[src/hira_pkg.sv]
// Purpose: Shared constants and types of the host indirect register port
// Assumes: 16-bit host bus, eight direct locations, four channels
// Notes: Global indirect locations live below 0100h
package hira_pkg;

   ////////////////////////////////////////////////////////////////////////
   // Direct locations selected by the three host address pins
   localparam logic [2:0] DA_DATA_LO = 3'h0;
   localparam logic [2:0] DA_DATA_HI = 3'h1;
   localparam logic [2:0] DA_WR_ADDR = 3'h2;
   localparam logic [2:0] DA_RD_ADDR = 3'h3;
   localparam logic [2:0] DA_SEQ_BASE = 3'h4;

   ////////////////////////////////////////////////////////////////////////
   // Global indirect locations
   localparam logic [15:0] GA_OUT_CTRL = 16'h0000;
   localparam logic [15:0] GA_RANGE_MAP = 16'h0001;
   localparam logic [15:0] GA_TEST = 16'h0002;
   localparam logic [15:0] GA_TEST_STB = 16'h0003;
   localparam logic [15:0] GA_SYNC_STB = 16'h0004;
   localparam logic [15:0] GA_SYNC_FB = 16'h0005;
   localparam logic [15:0] GA_SOFT_RST = 16'h0006;
   localparam logic [15:0] GA_LAST = 16'h00ff;

   ////////////////////////////////////////////////////////////////////////
   // Field positions and reset values
   localparam int CH_SEL_LSB = 12;
   localparam int IO_SEL_LSB = 8;
   localparam int STAT_REV_LSB = 8;
   localparam logic [7:0] SAT_LOC = 8'h1f;
   localparam logic [31:0] GLB_RESET = 32'h0000_0000;
   localparam logic [15:0] IADDR_RESET = 16'h0000;
   localparam logic [31:0] HOLD_RESET = 32'h0000_0000;

   ////////////////////////////////////////////////////////////////////////
   // Host pins, internal write bus and global action strobes
   typedef struct packed {
      logic cs_n;
      logic wr_n;
      logic rd_n;
      logic [2:0] addr;
      logic [15:0] data;
   } hira_pins_t;

   typedef struct packed {
      logic strobe;
      logic [15:0] addr;
      logic [31:0] data;
   } hira_wr_t;

   typedef struct packed {
      logic test_data;
      logic sync_out;
      logic sync_out_fb;
      logic soft_reset;
   } hira_act_t;

   typedef enum logic [1:0] {
      ST_IDLE = 2'b01,
      ST_FIRE = 2'b10
   } hira_state_t;

endpackage : hira_pkg

[src/hira_strobe_sync.sv]
// Purpose: Bring a host strobe level into ref_clk and mark its start
// Assumes: Strobe held active for at least three clock cycles
// Notes: One pulse per active period, never more
`timescale 1ns/100ps
module hira_strobe_sync (
   input wire logic ref_clk, // System clock
   input wire logic reset, // Synchronous reset, active high
   input wire logic clk_en, // Freezes all state while low
   input wire logic level_in, // Strobe level, active high
   output logic start_pulse // One cycle at strobe start
);
   import hira_pkg::*;

   typedef struct packed {
      logic s1;
      logic s2;
      logic s3;
   } hira_sync_t;

   hira_sync_t r_reg, r_next;

   // First stage feeds only the second
   always_comb begin
      r_next.s1 = level_in;
      r_next.s2 = r_reg.s1;
      r_next.s3 = r_reg.s2;
   end

   always_ff @(posedge ref_clk) begin
      if (reset) begin
         r_reg <= '0;
      end else if (clk_en) begin
         r_reg <= r_next;
      end
   end

   // Rising edge of the settled level
   assign start_pulse = r_reg.s2 & ~r_reg.s3 & clk_en;

endmodule : hira_strobe_sync

[src/hira_sat_flags.sv]
// Purpose: Sticky per-channel saturation flags for the status word
// Assumes: Set and clear are one-cycle pulses in ref_clk
// Notes: A set in the clearing cycle survives
`timescale 1ns/100ps
module hira_sat_flags #(
   parameter int NUM_CH = 4
) (
   input wire logic ref_clk, // System clock
   input wire logic reset, // Synchronous reset, active high
   input wire logic clk_en, // Freezes all state while low
   input wire logic [NUM_CH-1:0] sat_set, // Saturation seen, per channel
   input wire logic [NUM_CH-1:0] sat_clr, // Host clear, per channel
   output logic [NUM_CH-1:0] sat_flag // Latched flags
);
   import hira_pkg::*;

   typedef struct packed {
      logic [NUM_CH-1:0] flag;
   } hira_flag_t;

   hira_flag_t r_reg, r_next;
   logic [NUM_CH-1:0] flag_next;

   // Set beats clear so no event is lost
   for (genvar i = 0; i < NUM_CH; i++) begin : g_ch
      assign flag_next[i] = sat_set[i] | (r_reg.flag[i] & ~sat_clr[i]);
   end

   always_comb begin
      r_next.flag = flag_next;
   end

   always_ff @(posedge ref_clk) begin
      if (reset) begin
         r_reg <= '0;
      end else if (clk_en) begin
         r_reg <= r_next;
      end
   end

   assign sat_flag = r_reg.flag;
endmodule : hira_sat_flags

[src/hira_host_port.sv]
// Purpose: Host parallel port with indirect access to internal registers
// Assumes: Host pins synchronous to ref_clk; strobes held >= 3 cycles
// Notes: Global locations live here; channel and I/O sections outside
`timescale 1ns/100ps
module hira_host_port #(
   parameter int NUM_CH = 4,
   parameter logic [7:0] REV_CODE = 8'h5a // Arbitrary value
) (
   input wire logic ref_clk, // System clock, 100 MHz
   input wire logic reset, // Synchronous reset, active high
   input wire logic clk_en, // Freezes all state while low
   input wire hira_pkg::hira_pins_t host, // Host bus pins
   output logic [15:0] data_out, // Host data bus, driven value
   output logic data_oe, // Host data bus enable
   output hira_pkg::hira_wr_t wr_bus, // Internal indirect write
   output logic [15:0] rd_addr, // Indirect address to sections
   input wire logic [31:0] rd_data_in, // Selected section register
   input wire logic [NUM_CH*16-1:0] seq_data, // Sequenced read words
   output logic [NUM_CH-1:0] seq_advance, // Sequenced pointer step
   input wire logic [NUM_CH-1:0] sat_event, // Channel saturation
   output hira_pkg::hira_act_t actions, // Global action strobes
   output logic [31:0] glb_out_ctrl, // Global location 0
   output logic [31:0] glb_range_map, // Global location 1
   output logic [31:0] glb_test // Global location 2
);
   import hira_pkg::*;

   if (NUM_CH != 4) begin : g_check
      $error("address layout serves exactly four channels");
   end

   ////////////////////////////////////////////////////////////////////////
   // State of the port, one record

   typedef struct packed {
      hira_state_t st;
      logic [31:0] hold;
      logic [15:0] iaddr;
      logic [31:0] wdata;
      logic [31:0] g0;
      logic [31:0] g1;
      logic [31:0] g2;
      logic [15:0] dout;
      logic [NUM_CH-1:0] seq_adv;
      hira_act_t act;
   } hira_port_t;

   hira_port_t r_reg, r_next;

   logic wr_level;
   logic rd_level;
   logic wr_det;
   logic rd_det;
   logic is_global;
   logic fire;
   logic [31:0] rd_src;
   logic [15:0] status;
   logic [NUM_CH-1:0] sat_flag;
   logic [NUM_CH-1:0] sat_clr;
   logic [15:0] rd_word;

   ////////////////////////////////////////////////////////////////////////
   // Strobe synchronisers

   // Chip select qualifies both strobes
   assign wr_level = ~host.cs_n & ~host.wr_n;
   assign rd_level = ~host.cs_n & ~host.rd_n;

   hira_strobe_sync u_wr_sync (
      .ref_clk(ref_clk),
      .reset(reset),
      .clk_en(clk_en),
      .level_in(wr_level),
      .start_pulse(wr_det)
   );

   hira_strobe_sync u_rd_sync (
      .ref_clk(ref_clk),
      .reset(reset),
      .clk_en(clk_en),
      .level_in(rd_level),
      .start_pulse(rd_det)
   );

   ////////////////////////////////////////////////////////////////////////
   // Saturation flags and status word

   // A write to 1F in a channel section clears the selected channels
   assign sat_clr = (fire && r_reg.iaddr[7:0] == SAT_LOC) ?
                    r_reg.iaddr[CH_SEL_LSB +: NUM_CH] : '0;

   hira_sat_flags #(.NUM_CH(NUM_CH)) u_sat (
      .ref_clk(ref_clk),
      .reset(reset),
      .clk_en(clk_en),
      .sat_set(sat_event),
      .sat_clr(sat_clr),
      .sat_flag(sat_flag)
   );

   // Low byte: odd bits tie to zero, even bits carry the flags; high byte carries REV_CODE
   always_comb begin
      status = '0;
      status[STAT_REV_LSB +: 8] = REV_CODE;
      for (int i = 0; i < NUM_CH; i++) begin
         status[2*i] = sat_flag[i];
      end
   end

   ////////////////////////////////////////////////////////////////////////
   // Read source selection

   // Globals answer locally, everything else comes from the sections
   assign is_global = r_reg.iaddr <= GA_LAST;

   always_comb begin
      if (!is_global) begin
         rd_src = rd_data_in;
      end else if (r_reg.iaddr == GA_OUT_CTRL) begin
         rd_src = r_reg.g0;
      end else if (r_reg.iaddr == GA_RANGE_MAP) begin
         rd_src = r_reg.g1;
      end else if (r_reg.iaddr == GA_TEST) begin
         rd_src = r_reg.g2;
      end else begin
         rd_src = '0;
      end
   end

   // Direct read decode
   always_comb begin
      if (host.addr == DA_DATA_LO) begin
         rd_word = rd_src[15:0];
      end else if (host.addr == DA_DATA_HI) begin
         rd_word = rd_src[31:16];
      end else if (host.addr == DA_WR_ADDR) begin
         rd_word = status;
      end else if (host.addr == DA_RD_ADDR) begin
         rd_word = '0;
      end else begin
         rd_word = seq_data[host.addr[1:0]*16 +: 16];
      end
   end

   ////////////////////////////////////////////////////////////////////////
   // Next state

   assign fire = (r_reg.st == ST_FIRE);

   always_comb begin
      r_next = r_reg;
      r_next.act = '0;
      r_next.seq_adv = '0;
      // Output word refreshed every cycle so it follows the address
      r_next.dout = rd_word;
      // Sequenced pointer steps once per read start
      if (rd_det && host.addr >= DA_SEQ_BASE) begin
         r_next.seq_adv[host.addr[1:0]] = 1'b1;
      end
      // Host writes, taken when the write strobe has settled
      if (wr_det) begin
         if (host.addr == DA_DATA_LO) begin
            r_next.hold[15:0] = host.data;
         end else if (host.addr == DA_DATA_HI) begin
            r_next.hold[31:16] = host.data;
         end else if (host.addr == DA_WR_ADDR) begin
            r_next.iaddr = host.data;
         end else if (host.addr == DA_RD_ADDR) begin
            r_next.iaddr = host.data;
         end
         // Direct 4 to 7 fall through untouched
      end
      case (r_reg.st)
         ST_IDLE: begin
            if (wr_det && host.addr == DA_WR_ADDR) begin
               // Snapshot so a fast host cannot corrupt the transfer
               r_next.wdata = r_reg.hold;
               r_next.st = ST_FIRE;
            end
         end
         ST_FIRE: begin
            r_next.st = ST_IDLE;
            if (r_reg.iaddr == GA_OUT_CTRL) begin
               r_next.g0 = r_reg.wdata;
            end else if (r_reg.iaddr == GA_RANGE_MAP) begin
               r_next.g1 = r_reg.wdata;
            end else if (r_reg.iaddr == GA_TEST) begin
               r_next.g2 = r_reg.wdata;
            end else if (r_reg.iaddr == GA_TEST_STB) begin
               r_next.act.test_data = 1'b1;
            end else if (r_reg.iaddr == GA_SYNC_STB) begin
               r_next.act.sync_out = 1'b1;
            end else if (r_reg.iaddr == GA_SYNC_FB) begin
               r_next.act.sync_out_fb = 1'b1;
            end else if (r_reg.iaddr == GA_SOFT_RST) begin
               r_next.act.soft_reset = 1'b1;
            end
            // Reserved globals 7 to FF leave everything alone
         end
         default: begin
            r_next.st = ST_IDLE;
         end
      endcase
   end

   ////////////////////////////////////////////////////////////////////////
   // State register

   always_ff @(posedge ref_clk) begin
      if (reset) begin
         r_reg.st <= ST_IDLE;
         r_reg.hold <= HOLD_RESET;
         r_reg.iaddr <= IADDR_RESET;
         r_reg.wdata <= HOLD_RESET;
         r_reg.g0 <= GLB_RESET;
         r_reg.g1 <= GLB_RESET;
         r_reg.g2 <= GLB_RESET;
         r_reg.dout <= '0;
         r_reg.seq_adv <= '0;
         r_reg.act <= '0;
      end else if (clk_en) begin
         r_reg <= r_next;
      end
   end

   ////////////////////////////////////////////////////////////////////////
   // Outputs

   // The write bus strobes sections only; globals never leave the port
   assign wr_bus.strobe = fire & ~is_global;
   assign wr_bus.addr = r_reg.iaddr;
   assign wr_bus.data = r_reg.wdata;
   assign rd_addr = r_reg.iaddr;
   assign data_out = r_reg.dout;
   assign data_oe = rd_level;
   assign seq_advance = r_reg.seq_adv;
   assign actions = r_reg.act;
   assign glb_out_ctrl = r_reg.g0;
   assign glb_range_map = r_reg.g1;
   assign glb_test = r_reg.g2;
endmodule : hira_host_port

[config.mk]
export PLATFORM = sky130hd
export DESIGN_NAME = hira_host_port
export DESIGN_NICKNAME = d
export VERILOG_FILES = /design/src/hira_pkg.sv /design/src/hira_strobe_sync.sv /design/src/hira_sat_flags.sv /design/src/hira_host_port.sv
export SDC_FILE = /design/constraint.sdc
export NUM_CORES = 1
export LEC_CHECK = 0
export BUFFER_PORTS_ARGS = -buffer_cell sky130_fd_sc_hd__buf_2
export CORE_MARGIN = 2
export CORE_UTILIZATION = 45
export CTS_CLUSTER_DIAMETER = 150
export DETAILED_ROUTE_END_ITERATION = 12
export PLACE_DENSITY_LB_ADDON = 0.1
export SETUP_SLACK_MARGIN = 0.5
export SYNTH_ARGS = -nofsm -noshare
export SYNTH_HDL_FRONTEND = slang
export SYNTH_HIERARCHICAL = 1
export SYNTH_SLANG_ARGS = --single-unit
[constraint.sdc]
create_clock -name ref_clk -period 4.8 [get_ports ref_clk]
set_input_delay 0.48 -clock ref_clk [delete_from_list [all_inputs] [get_ports ref_clk]]
set_output_delay 0.48 -clock ref_clk [all_outputs]
set_load 0.005 [all_outputs]
=== Word-level counts from Yosys, hierarchy flattened ===
Index checks and enable logic that the tools add are counted.

* Register bits: 212
* Input port bits: 125

* Magnitude comparators: 4
* Equal/unequal tests: 13
* Shifts and indexed selects: 1
* Muxes and demuxes: 27
* Bitwise gates (word level): 29
* Reductions and logical operators: 15

{| class="wikitable"
|+ Operator list
! operator !! number
|-
| 32-bit two-way mux || 4
|-
| 16-bit two-way mux || 6
|-
| 64-bit by 7-bit variable part select with 16-bit output || 1
|-
| 16-bit by 3-bit == test with 1-bit output (second input constant) || 3
|-
| 16-bit by 2-bit == test with 1-bit output (second input constant) || 2
|-
| 4-bit two-way mux || 6
|-
| 16-bit by 1-bit == test with 1-bit output (second input constant) || 1
|-
| 16-bit by 8-bit less-or-equal comparator with 1-bit output (second input constant) || 1
|-
| 16-bit zero test || 1
|-
| 1-bit NOT || 14
|-
| 1-bit bitwise AND || 11
|-
| 5-bit AND reduction || 2
|-
| 3-bit AND reduction || 3
|-
| 8-bit by 5-bit == test with 1-bit output (second input constant) || 1
|-
| 4-bit AND reduction || 2
|-
| 3-bit by 2-bit == test with 1-bit output (second input constant) || 2
|-
| 1-bit two-way mux || 6
|-
| 2-bit two-way mux || 3
|-
| 1-bit logical AND || 4
|-
| 1-bit bitwise OR || 4
|-
| 3-bit by 1-bit == test with 1-bit output (second input constant) || 1
|-
| 3-bit greater-or-equal comparator (second input constant) || 1
|-
| 3-bit zero test || 1
|-
| 2-bit by 3-bit less-than comparator with 1-bit output (second input constant) || 1
|-
| 8 further kinds || 8
|}

=== Logic depth before layout (Yosys ltp) ===
* Word-level depth: 9
* Gate-level depth with buffers: 9
* Depth with buffers taken out: 7

=== By module ===
Netlist, hierarchy kept.

{| class="wikitable"
|+ Modules (own cells, without submodules)
! module !! instances !! cells an instance !! area each (µm²) !! seq. area each (µm²)
|-
| hira_host_port || 1 || 1290 || 10233.6 || 4043.9
|-
| hira_strobe_sync || 2 || 11 || 106.4 || 60.1
|-
| hira_sat_flags || 1 || 17 || 166.4 || 80.1
|}

=== Least setup slack after synthesis ===
OpenSTA, ideal clock, no wires.

* Kind: input -> register
* From: input host[16] (netlist name)
* To: register r_reg (netlist bit data_out[10])
* Setup time: 0.134 ns
* Data arrival time: 2.022 ns
* Data required time: 4.666 ns
* Path slack: 2.644 ns
* Stages: 6
* Cells stage by stage: buf_2 > buf_1 > mux2_2 > a221o_1 > a221oi_1 > a211oi_2

* Cells in the longest elaborated chain, start to end: 5

{| class="wikitable"
|+ Ends and longest elaborated chain
! what !! line !! text
|-
| start, declared || hira_host_port.sv:12 || <nowiki>input wire hira_pkg::hira_pins_t host,</nowiki>
|-
| 64-bit by 7-bit variable part select with 16-bit output / 3-bit by 2-bit == test with 1-bit output (equally long branches) || hira_host_port.sv:141, hira_host_port.sv:138 ||
|-
| 16-bit two-way mux || hira_host_port.sv:138 || <nowiki>end else if (host.addr == DA_RD_ADDR) begin</nowiki>
|-
| 16-bit two-way mux || hira_host_port.sv:136 || <nowiki>end else if (host.addr == DA_WR_ADDR) begin</nowiki>
|-
| 16-bit two-way mux || hira_host_port.sv:134 || <nowiki>end else if (host.addr == DA_DATA_HI) begin</nowiki>
|-
| 16-bit two-way mux * || hira_host_port.sv:132 || <nowiki>if (host.addr == DA_DATA_LO) begin</nowiki>
|-
| end signal, assigned || hira_host_port.sv:222 || <nowiki>r_reg <= r_next;</nowiki>
|-
| end, declared || hira_host_port.sv:48 || <nowiki>hira_port_t r_reg, r_next;</nowiki>
|}

Mark *: on every way between the ends. The rest lies on a longest branch, timed or not.
A chain may end at the register's enable or synchronous reset.

=== Final worst setup path ===
* From: register r_reg (netlist bit rd_addr[15])
* To: register r_reg (netlist bit glb_range_map[11])

* Cells in the longest elaborated chain, start to end: 3

{| class="wikitable"
|+ Ends and longest elaborated chain
! what !! line !! text
|-
| 16-bit zero test || hira_host_port.sv:183 || <nowiki>if (r_reg.iaddr == GA_OUT_CTRL) begin</nowiki>
|-
| 1-bit NOT (no source line) || - ||
|-
| 4-bit AND reduction (no source line) * || - ||
|}

Marks and branches as above.

==> run_results.csv <==
group,metric,value,unit
finish,final_area,0.0118,mm²
sta,layout_setup_ws,1.71,ns
power_and_ir_drop,powerDensity,331,mW/mm²
sta,finalSetupTns,0,ns
worst_setup_path,critPathRequiredTime,5.23,ns
sta,worst_pin_slew,1.14,ns
route,vias,9366,
power_and_ir_drop,ir_drop,0.000252,V
yosys,netlist_instances,1329,
flow_run,maxCapViolations,0,
route,met2_length,17.0,mm
sta,finalCritPeriodShare,0.643,
sta,fmax,324,MHz
finish,drive_gt1_frac,0.310,
sta,finClkSkew,0.00871,ns
route,drtIter0Drc,769,
cts,cts_resized,0,
sta,drv_slew,0,
floorplan,start_util,0.455,
worst_setup_path,cp.arrival,3.52,ns
sta,finalHoldViolCount,0,
route,topRoutingLayerUsed,"met4",
placed_design,placed_area,0.0109,mm²
route,vias_per_cell,5.37,
yosys,ys_seq_elements,212,
global_routing,grt_use_total,0.285,
cts,root_buffer,"clkbuf_16",
cts,clock_latency,0.52,ns
floorplan,num_rows,56,
route,post-route-drc-count,0,
finish,largest_reg_flops,34,
power_and_ir_drop,power.leakage,4.80,nW
worst_setup_path,r2r_cells,7,
cts,h-tree-depth,1,
worst_setup_path,reg2reg_to,"glb_range_map[11]",
min_path,holdPathEnd,"u_sat/sat_flag[0]",
worst_setup_path,path_class,"reg2reg",
cts,cts_max_path_buffers,3,
yosys,yosysSeqAreaShare,0.400,
placed_design,place.gp.congestion,0.858,
cts,cts.sinks,212,
route,drt-wirelength-per-cell,21.2,µm
yosys,ys_types,46,
worst_setup_path,reg2reg_from,"rd_addr[15]",
min_path,hp-class,"in2reg",
global_routing,grt_pass1_wl,53.5,mm
route,ant_nets,0,
sta,fin_crit,3.09,ns
cts,clk_pin_slew,0.06,ns
route,firstDrtPassIters,5,
yosys,synth_edf_count,0,
cts,cts_setup_buffers,0,
floorplan,die_y,158,µm
yosys,yosys_warnings,6,
floorplan,dieArea,0.0248,mm²
floorplan,ios,311,
route,wl_met3,2.89,mm
global_routing,grt_max_degree,114,
finish,antenna_cells,0,
sta,rsz0062_at_grt,"no",
floorplan,core-area,0.0233,mm²
min_path,hold_path.startpoint,"sat_event[0]",
yosys,mappedNetlistNets,1454,
global_routing,grt_overflow,0,
yosys,syn-cell-area,0.0106,mm²
yosys,syn_area_per_cell,7.99,µm²
yosys,async_flop_share,0,
worst_setup_path,r2r_slack,1.71,ns
sta,relSlewSlack,0.238,
sta,setup_violations,0,
finish,nets,1533,
finish,syn_to_final_growth,10.8,%
route,wl_met1,16.3,mm
route,wirelength,37.0,mm
yosys,synth_flop_cell,"dfxtp_1",
worst_setup_path,cp-end-kind,"register",
outcome,status,"complete, no violations",
worst_setup_path,start_kind,"register",
placed_design,hpwl,26.8,mm
floorplan,die_x,158,µm
global_routing,antenna_found_initial,0,
finish,fillCellCount,2430,
min_path,hold_depth,3,
cts,tritoncts,"built",
cts,cts_hold_buf,0,
placed_design,dpl.cell_count,1701,
worst_setup_path,critPathMaxFanout,27,
finish,instances_no_fill,1743,
cts,cts_buffers,24,
placed_design,numPortBuffers,310,
global_routing,grt_pass1_vias,8626,
placed_design,post-place-ws,1.76,ns
==> area by class of cell <==
cell class / instances / area (µm²) / share of cell area
clock inverter: 6 / 82.6 / 0.00702
inverter: 4 / 15.0 / 0.00128
tap: 319 / 399 / 0.0339
clock buffer: 36 / 737 / 0.0626
timing repair buffer: 332 / 1720 / 0.146
multi-input combinational: 834 / 4560 / 0.388
sequential: 212 / 4240 / 0.361
==> kinds of logic after synthesis <==
| logic type | count (synthesis) | synth area share |
|---|---|---|
| DFF | 212 | 0.400 |
| muxes | 36 | 0.0358 |
| buffers and inverters | 283 | 0.172 |
| and+or+nand+nor | 458 | 0.182 |
| AOI/OAI and AO/OA | 340 | 0.210 |
==> synth_stat cells, types with 6 or more instances <==
cell type	number	area, µm²
a21oi_1	168	841
a21oi_2	20	175
a221o_1	24	240
a221oi_1	14	123
a22o_1	24	210
a22oi_1	9	67.6
a2bb2oi_1	8	70.1
and2_1	7	43.8
and3_1	6	37.5
buf_1	6	22.5
buf_2	13	65.1
buf_4	187	1400
buf_6	6	67.6
clkbuf_1	67	251
dfxtp_1	212	4240
mux2_2	16	180
mux2i_1	20	200
nand2_1	348	1310
nand2_2	20	125
nand3_1	14	70.1
nor2_1	34	128
o211ai_1	16	120
o21ai_0	30	150
o221ai_1	8	70.1
==> stage by stage <==
stage	util	power (mW)	hold slack, ns
after detailed placement	0.469	2.03	0.446
after CTS	0.504	3.91	0.208
final	0.504	3.89	0.225
after global placement	0.469	2.03	0.439
after global routing	0.504	4.01	0.222
after floorplan	-	1.93	0.432
==> worst max path at each step <==
stage,from,end,slack (ns),depth (start not counted)
2_1_floorplan,host[16],data_out[10],2.64,6
3_3_place_gp,rd_addr[15],glb_range_map[14],1.83,7
3_5_place_dp,rd_addr[2],glb_out_ctrl[2],1.76,6
4_1_cts,rd_addr[15],glb_range_map[11],1.74,7
5_1_grt,rd_addr[15],glb_range_map[24],1.54,7
6_report,rd_addr[15],glb_range_map[11],1.71,7
==> worst max-delay path, cell delays in order, from the launching register on <==
cell,delay [ns]
dfxtp_1,0.35
or4_4,0.59
nor4_4,0.49
buf_4,0.40
and3_1,0.53
buf_4,0.38
nand2_1,0.09
a21oi_1,0.15
==> layer usage <==
layer / track usage / vias to the layer above
li1: - / 4504
met1: 0.396 / 4447
met2: 0.460 / 368
met3: 0.0523 / 47
met4: 0.0701 / 0
met5: 0 / -
==> power by group <==
group | leakage (nW) | internal [mW] | switching (mW)
Clock | 0.403 | 1.16 | 0.735
Sequential | 1.71 | 1.77 | 0.00799
Combinational | 2.69 | 0.0858 | 0.127
==> placed cells by master, fill, tap and decap left out, types with 5 or more instances in the layout <==
cell type,netlist,routed
and3_1,6,5
buf_4,187,22
mux2_2,16,16
a21oi_2,20,20
o211ai_1,16,16
mux2i_1,20,20
clkbuf_8,0,7
buf_2,13,309
nand2_2,20,20
o21ai_0,30,30
nor2_1,34,33
a221oi_1,14,14
nand3_1,14,14
a22oi_1,9,9
a221o_1,24,24
nand2_1,348,348
a21oi_1,168,168
and2_1,7,7
a2bb2oi_1,8,8
clkbuf_16,0,25
o221ai_1,8,8
dfxtp_1,212,212
a22o_1,24,24
Note: power is estimated with default switching activity, not from simulation.
